$ cat config.mk
export PLATFORM = sky130hd
export DESIGN_NAME = ats_trigger_select
export DESIGN_NICKNAME = d
export VERILOG_FILES = /design/src/rtl/ats_trigger_select.v /design/src/rtl/ats_source_mux.v
export VERILOG_INCLUDE_DIRS = /design/src /design/src/rtl
export SDC_FILE = /design/constraint.sdc
export NUM_CORES = 1
export LEC_CHECK = 0
export ABC_AREA = 0
export BUFFER_PORTS_ARGS = -buffer_cell sky130_fd_sc_hd__buf_2
export CAP_MARGIN = 20
export CORE_ASPECT_RATIO = 2
export CORE_MARGIN = 2
export CORE_UTILIZATION = 52
export CTS_BUF_LIST = sky130_fd_sc_hd__clkbuf_8 sky130_fd_sc_hd__clkbuf_16
export CTS_CLUSTER_SIZE = 20
export DETAILED_ROUTE_END_ITERATION = 8
export GPL_TIMING_DRIVEN = 0
export PLACE_DENSITY = 0.91
export SLEW_MARGIN = 30
export SYNTH_ARGS = -nofsm -noshare
export SYNTH_HDL_FRONTEND = slang
export SYNTH_SLANG_ARGS = --single-unit
$ cat constraint.sdc
create_clock -name clk_sys -period 3.05 [get_ports clk_sys]
set_input_delay 0.61 -clock clk_sys [delete_from_list [all_inputs] [get_ports clk_sys]]
set_output_delay 0.61 -clock clk_sys [all_outputs]
set_load 0.02 [all_outputs]
$ cat src/rtl/ats_map.vh
/*
 * Register map, field layout, trigger codes and reset values of the
 * converter trigger select block.
 * Assumes inclusion by bare name from the design files.
 */
`ifndef ATS_MAP_VH
`define ATS_MAP_VH

// ****************************************************************
// Register offsets (byte addresses)
// ****************************************************************
`define ATS_TRIG_SEL_OFFSET     8'h00
`define ATS_STATUS_OFFSET       8'h04

// ****************************************************************
// Field layout
// ****************************************************************
`define ATS_FIELD_W             5
`define ATS_FIELD_STRIDE        8
`define ATS_NUM_INPUTS          4
`define ATS_FIELD_MASK          32'h1F1F1F1F
`define ATS_TRIG_SEL_RESET      32'h00000000

// ****************************************************************
// Trigger codes
// ****************************************************************
`define ATS_CODE_NONE           5'h00
`define ATS_CODE_EDGE_SOFT      5'h01
`define ATS_CODE_LEVEL_SOFT     5'h02
`define ATS_CODE_SCAN           5'h03
`define ATS_CODE_EXT_EXTERNAL_INTERRUPT_ZERO       5'h04
`define ATS_CODE_TIMER_ONE      5'h05
`define ATS_CODE_TIMER_FIVE     5'h07
`define ATS_CODE_OC_ONE         5'h08
`define ATS_CODE_OC_THREE       5'h09
`define ATS_CODE_OC_FIVE        5'h0A
`define ATS_CODE_CMP_ONE        5'h0B
`define ATS_CODE_CMP_TWO        5'h0C

// ****************************************************************
// Bus responses
// ****************************************************************
`define ATS_RESP_OKAY           2'h0
`define ATS_RESP_SLVERR         2'h2

`endif

$ cat src/rtl/ats_trigger_select.v
/*
 * Trigger select register for analog inputs 4 to 7 with an AXI4-Lite
 * slave and one registered conversion-start output per input.
 * Assumes event sources are on clk_sys (pulses or levels) and the
 * scan trigger is already resolved from its own source field.
 */
// Overview of operation
// - Four 5-bit fields at 28:24, 20:16, 12:8, 4:0 for inputs 7..4.
// - Code 00001 edge software trigger; 00010 level software trigger.
// - 00100 external interrupt zero, 00101 timer one, 00111 timer five.
// - 01000/01001/01010 compares, 01011/01100 comparators, 01101 up reserved.
// - Bits 31:29, 23:21, 15:13, 7:5 read back as zero.
`timescale 1ns/10ps
`default_nettype none
`include "ats_map.vh"

module ats_trigger_select #(
    parameter N = 4
) (
    // Clock and reset
    input  wire         clk_sys,
    input  wire         rst_b,
    // AXI4-Lite write address
    input  wire [7:0]   s_axi_awaddr,
    input  wire         s_axi_awvalid,
    output reg          s_axi_awready,
    // AXI4-Lite write data
    input  wire [31:0]  s_axi_wdata,
    input  wire [3:0]   s_axi_wstrb,
    input  wire         s_axi_wvalid,
    output reg          s_axi_wready,
    // AXI4-Lite write response
    output reg  [1:0]   s_axi_bresp,
    output reg          s_axi_bvalid,
    input  wire         s_axi_bready,
    // AXI4-Lite read address
    input  wire [7:0]   s_axi_araddr,
    input  wire         s_axi_arvalid,
    output reg          s_axi_arready,
    // AXI4-Lite read data
    output reg  [31:0]  s_axi_rdata,
    output reg  [1:0]   s_axi_rresp,
    output reg          s_axi_rvalid,
    input  wire         s_axi_rready,
    // Trigger events, same clock domain
    input  wire         edge_soft,
    input  wire         level_soft,
    input  wire         scan_trigger,
    input  wire         ext_external_interrupt_zero,
    input  wire         timer_one,
    input  wire         timer_five,
    input  wire         oc_one,
    input  wire         oc_three,
    input  wire         oc_five,
    input  wire         cmp_one,
    input  wire         cmp_two,
    // Conversion starts, bit 0 is input 4
    output reg  [N-1:0] conv_start
);

    // ****************************************************************
    // Register storage
    // ****************************************************************
    reg  [31:0]  trig_sel;
    reg  [7:0]   aw_addr;
    reg          aw_held;
    reg  [31:0]  w_data;
    reg  [3:0]   w_strb;
    reg          w_held;
    wire [N-1:0] next_conv_start;
    wire [31:0]  merged;
    wire         do_write;
    wire         wr_sel_hit;
    wire         wr_stat_hit;
    wire         rd_sel_hit;
    wire         rd_stat_hit;
    wire [31:0]  sel_view;
    wire [31:0]  stat_view;

    // ****************************************************************
    // Address decode and read views
    // ****************************************************************
    // Shared compares keep the write and read maps from drifting apart
    assign wr_sel_hit  = (aw_addr == `ATS_TRIG_SEL_OFFSET);
    assign wr_stat_hit = (aw_addr == `ATS_STATUS_OFFSET);
    assign rd_sel_hit  = (s_axi_araddr == `ATS_TRIG_SEL_OFFSET);
    assign rd_stat_hit = (s_axi_araddr == `ATS_STATUS_OFFSET);
    // Gaps between fields read as zero whatever the flops hold
    assign sel_view    = trig_sel & `ATS_FIELD_MASK;
    // Live view, so a read sees the starts of the previous cycle
    assign stat_view   = {{(32-N){1'b0}}, conv_start};

    // ****************************************************************
    // Per-input source selection
    // ****************************************************************
    genvar gi;
    generate
        for (gi = 0; gi < N; gi = gi + 1) begin : g_in
            ats_source_mux u_mux (
                .sel          (trig_sel[gi*`ATS_FIELD_STRIDE +: `ATS_FIELD_W]),
                .edge_soft    (edge_soft),
                .level_soft   (level_soft),
                .scan_trigger (scan_trigger),
                .ext_external_interrupt_zero     (ext_external_interrupt_zero),
                .timer_one    (timer_one),
                .timer_five   (timer_five),
                .oc_one       (oc_one),
                .oc_three     (oc_three),
                .oc_five      (oc_five),
                .cmp_one      (cmp_one),
                .cmp_two      (cmp_two),
                .trig         (next_conv_start[gi])
            );
        end
    endgenerate

    // Start outputs registered so they come straight from flops
    always @(posedge clk_sys) begin
        if (!rst_b) begin
            conv_start <= {N{1'b0}};
        end else begin
            conv_start <= next_conv_start;
        end
    end

    // ****************************************************************
    // Write channel: address and data taken in either order
    // ****************************************************************
    // Commit only once both halves are held and the last response is gone
    assign do_write = aw_held && w_held && !s_axi_bvalid;

    // Byte strobes merged; unimplemented bits masked so they stay zero
    genvar gb;
    generate
        for (gb = 0; gb < 4; gb = gb + 1) begin : g_lane
            assign merged[gb*8 +: 8] = w_strb[gb] ? w_data[gb*8 +: 8] : trig_sel[gb*8 +: 8];
        end
    endgenerate

    // Capture address and data, then commit and respond on one edge
    always @(posedge clk_sys) begin
        if (!rst_b) begin
            trig_sel      <= `ATS_TRIG_SEL_RESET;
            aw_addr       <= 8'h00;
            aw_held       <= 1'b0;
            w_data        <= 32'h00000000;
            w_strb        <= 4'h0;
            w_held        <= 1'b0;
            s_axi_awready <= 1'b0;
            s_axi_wready  <= 1'b0;
            s_axi_bvalid  <= 1'b0;
            s_axi_bresp   <= `ATS_RESP_OKAY;
        end else begin
            s_axi_awready <= 1'b0;
            s_axi_wready  <= 1'b0;
            // No new address or data while a response waits to be taken
            if (s_axi_awvalid && !aw_held && !s_axi_awready && !s_axi_bvalid) begin
                aw_addr       <= s_axi_awaddr;
                aw_held       <= 1'b1;
                s_axi_awready <= 1'b1;
            end
            if (s_axi_wvalid && !w_held && !s_axi_wready && !s_axi_bvalid) begin
                w_data       <= s_axi_wdata;
                w_strb       <= s_axi_wstrb;
                w_held       <= 1'b1;
                s_axi_wready <= 1'b1;
            end
            // Commit and respond on one edge; the response stands until taken
            if (do_write) begin
                aw_held      <= 1'b0;
                w_held       <= 1'b0;
                s_axi_bvalid <= 1'b1;
                if (wr_sel_hit) begin
                    trig_sel    <= merged & `ATS_FIELD_MASK;
                    s_axi_bresp <= `ATS_RESP_OKAY;
                end else if (wr_stat_hit) begin
                    s_axi_bresp <= `ATS_RESP_OKAY; // Status is read-only
                end else begin
                    s_axi_bresp <= `ATS_RESP_SLVERR;
                end
            end else if (s_axi_bvalid && s_axi_bready) begin
                s_axi_bvalid <= 1'b0;
            end
        end
    end

    // ****************************************************************
    // Read channel
    // ****************************************************************
    // One read in flight; address accepted only when no data pending
    always @(posedge clk_sys) begin
        if (!rst_b) begin
            s_axi_arready <= 1'b0;
            s_axi_rvalid  <= 1'b0;
            s_axi_rdata   <= 32'h00000000;
            s_axi_rresp   <= `ATS_RESP_OKAY;
        end else begin
            s_axi_arready <= 1'b0;
            if (s_axi_arvalid && !s_axi_arready && !s_axi_rvalid) begin
                s_axi_arready <= 1'b1;
                s_axi_rvalid  <= 1'b1;
                s_axi_rresp   <= `ATS_RESP_OKAY;
                if (rd_sel_hit) begin
                    s_axi_rdata <= sel_view;
                end else if (rd_stat_hit) begin
                    // Live view of which inputs started a conversion
                    s_axi_rdata <= stat_view;
                end else begin
                    // Unmapped reads answer with an error and zero data
                    s_axi_rdata <= 32'h00000000;
                    s_axi_rresp <= `ATS_RESP_SLVERR;
                end
            end else if (s_axi_rvalid && s_axi_rready) begin
                s_axi_rvalid <= 1'b0;
            end
        end
    end

endmodule
`default_nettype wire

$ cat src/rtl/ats_source_mux.v
/*
 * One input's trigger source multiplexer: maps a 5-bit select code to
 * one trigger event bit.
 * Assumes event inputs are already synchronous to clk_sys.
 */
`timescale 1ns/10ps
`default_nettype none
`include "ats_map.vh"

module ats_source_mux (
    // Selection
    input  wire [4:0] sel,
    // Event sources, one bit each
    input  wire       edge_soft,
    input  wire       level_soft,
    input  wire       scan_trigger,
    input  wire       ext_external_interrupt_zero,
    input  wire       timer_one,
    input  wire       timer_five,
    input  wire       oc_one,
    input  wire       oc_three,
    input  wire       oc_five,
    input  wire       cmp_one,
    input  wire       cmp_two,
    // Selected event
    output reg        trig
);

    // Decode; unused and reserved codes give no trigger
    always @* begin
        case (sel)
            `ATS_CODE_NONE:       trig = 1'b0;
            `ATS_CODE_EDGE_SOFT:  trig = edge_soft;
            `ATS_CODE_LEVEL_SOFT: trig = level_soft;
            `ATS_CODE_SCAN:       trig = scan_trigger;
            `ATS_CODE_EXT_EXTERNAL_INTERRUPT_ZERO:   trig = ext_external_interrupt_zero;
            `ATS_CODE_TIMER_ONE:  trig = timer_one;
            `ATS_CODE_TIMER_FIVE: trig = timer_five;
            `ATS_CODE_OC_ONE:     trig = oc_one;
            `ATS_CODE_OC_THREE:   trig = oc_three;
            `ATS_CODE_OC_FIVE:    trig = oc_five;
            `ATS_CODE_CMP_ONE:    trig = cmp_one;
            `ATS_CODE_CMP_TWO:    trig = cmp_two;
            default:              trig = 1'b0;
        endcase
    end

endmodule
`default_nettype wire

==> metrics.yaml <==
layout:
  n_fill_cell: 642
  multi_input_area_um2: 1990
  num_antenna_cells: 0
  fin_util_pct: 65.2
  area_delta_synth_final_pct: 23.1
  final_area_um2: 4880
  nets: 630
  layout-drive-gt1-share_pct: 27.7
  seqCellArea_um2: 1700
yosys:
  synth-simple-area-share_pct: 24.4
  ys_ff_latch: 85
  syn_area_um2: 3970
  synthArstFlopShare_pct: 0
  synth_compound_area_share_pct: 19.7
  synth_xor_area_share_pct: 0
  syn_inst: 449
  synth-edff-count: 0
  synthMuxAreaShare_pct: 4.73
  ys.flop_type: "dfxtp_1"
  synth_top_family_by_area: "simple AND/OR/NAND/NOR gates"
  syn_avg_cell_area_um2: 8.83
  yosysWarningCount: 0
  seq_area_frac_synth_pct: 42.9
  yosys.area_share.adder_pct: 0
  ys_types: 54
clock_network:
  cts_tree: "done"
  clkLatencyLatePin_ns: 0.34
  htree_levels: 3
  cts.path.max_buffers: 2
  cts.clk_slew.worst_paths_ns: 0.06
  cts_sinks: 85
  cts_hold_repair.buffers: 0
  ctsResizeCount: 0
  cts_buffers: 9
  root_buffer: "clkbuf_16"
  post_cts_buffers: 0
drt:
  wl_um: 9370
  antenna_left: 0
  post_drt_wl_per_cell_um: 14.2
  dr.pass1.iters: 5
  via_count: 3538
  avgViaCountPerCell: 5.38
  drt-initial-drc-count: 240
  drc: 0
floorplan:
  fp.dieW_um: 65.7
  num_rows: 45
  num_io_pins: 115
  die_h_um: 127
  die-area_um2: 8380
  start_util_pct: 52.9
  core-area_um2: 7490
critical_path:
  critical_path_buf_inv_count: 1
  worstPathMaxFanout: 10
  slowest_stage: "a2111oi_0"
  crit_required_ns: 3.29
  worst_setup_path_end_kind: "register"
  critical-path-top-delay-family: "compound AO/OA/AOI/OAI gates"
  cp_cell_sequence: "buf_2 > nand3b_1 > a2111oi_0 > nor4_1 > a21oi_1"
  slowest_delay_ns: 0.57
  path_class: "reg2reg"
  critPathLaunchType: "register"
  arrival_ns: 1.99
sta:
  rsz0062_at_grt: "false"
  setup_ws_ns: 1.30
  skew_ns: 0.00610
  setup_viol: 0
  fin_crit_sh_pct: 57.3
  hold_violations: 0
  totalNegativeSetupSlack_ns: 0
  min_period_ns: 1.75
  tightestPinTransition_ns: 0.725
  report.final.slew_viol_count: 0
  slew_headroom_pct: 51.5
  max_freq_ghz: 0.572
pwr:
  leakagePower_nw: 1.95
  p_per_area_nw_per_um2: 536
  ir_drop_mv: 0.397
  total_power_mw: 2.62
place:
  hpwl_um: 6970
  routabilityCongestion: 0.900
  place_ws_ns: 1.11
  io_buffers: 87
  place_area_um2: 4570
grt:
  overflow: 0
  grt_pass1_wl_um: 15600
  track_usage_pct: 24.1
  grt_max_degree: 14
  antenna_found_initial: 0
  grt_pass1_vias: 3332
worst_hold_path:
  min_path_type: "reg2reg"
job:
  cap_violations: 0
outcome:
  status: "finished, final reports clean"
-- through the flow --
stage                     instances  hold slack (ns)
after floorplan                 462            0.429
after global placement          643            0.436
after detailed placement        643            0.439
after CTS                       658            0.448
after global routing            658            0.465
final                           658            0.447
-- per-layer routing --
layer / global-route usage (%) / part of all wire, %
met1: 27.3 / 38
met2: 42.2 / 53
met3: 5.02 / 5.9
met4: 10.8 / 3.4
met5: 0 / 0
-- cells in the mapped netlist (6+ instances only) --
cell type / instances / share of area, %
mux2_2: 6 / 1.7
a21oi_1: 14 / 1.8
nand2_1: 91 / 8.6
nor3_1: 7 / 0.88
nand3_1: 24 / 3.0
a21boi_1: 19 / 3.6
o21ai_1: 20 / 2.5
nor2b_1: 8 / 1.3
inv_1: 8 / 0.76
a21boi_0: 15 / 2.8
mux2i_1: 12 / 3.0
dfxtp_1: 85 / 43
clkbuf_1: 18 / 1.7
buf_4: 15 / 2.8
a22o_1: 10 / 2.2
a22o_2: 6 / 1.5
buf_2: 12 / 1.5
-- registers in the layout, indices dropped and copies added, names as in the netlist --
register       cells
aw_addr            8
aw_held            1
conv_start         4
s_axi_arready      1
s_axi_awready      1
s_axi_bresp        1
s_axi_bvalid       1
s_axi_rdata       20
s_axi_rresp        1
s_axi_rvalid       1
s_axi_wready       1
trig_sel          20
w_data            20
w_held             1
w_strb             4
-- cell families after synthesis --
group                  count (synthesis)
AOI/OAI and AO/OA                    111
DFF                                   85
buffers and inverters                 59
muxes                                 18
other                                  1
and+or+nand+nor                      175
-- cell type report --
class                           count  share of cell area [%]
Multi-Input combinational cell    318                    40.7
Sequential cell                    85                    34.9
Timing Repair Buffer               87                    8.92
Buffer                             51                    6.07
Clock buffer                       10                    4.89
Tap cell                           94                    2.41
Clock inverter                      5                    1.56
Inverter                            8                   0.615
-- layout by cell type, fill, tap and decap left out, types with 12 or more instances in the layout --
cell type and instances:
a21boi_0 15, a21boi_1 19, a21oi_1 14, clkbuf_1 18, nand3_1 24, o21ai_1 20, buf_4 15, conb_1 14
mux2i_1 12, buf_2 99, nand2_1 91, dfxtp_1 85
-- tightest hold or removal path, stage by stage (launching register included) --
cell and delay (ns):
dfxtp_1 0.31, nand2_1 0.05, o21ai_1 0.05
-- report_power, final --
part / leakage [nW] / switching [mW] / internal (mW)
registers: 0.691 / 0.0312 / 1.15
clock network: 0.156 / 0.420 / 0.730
logic: 1.10 / 0.164 / 0.118
total: 1.95 / 0.616 / 2.00
-- worst paths after layout --
| path | from | endpoint | slack (ns) | cells after the start |
|---|---|---|---|---|
| worst max register to register | trig_sel[17] | conv_start[2] | 1.30 | 5 |
| worst max-delay path | trig_sel[17] | conv_start[2] | 1.30 | 5 |
| worst min-delay path | w_data[1] | trig_sel[1] | 0.45 | 2 |
| worst min register to register | w_data[1] | trig_sel[1] | 0.45 | 2 |
Note: power is estimated with default switching activity, not from simulation.
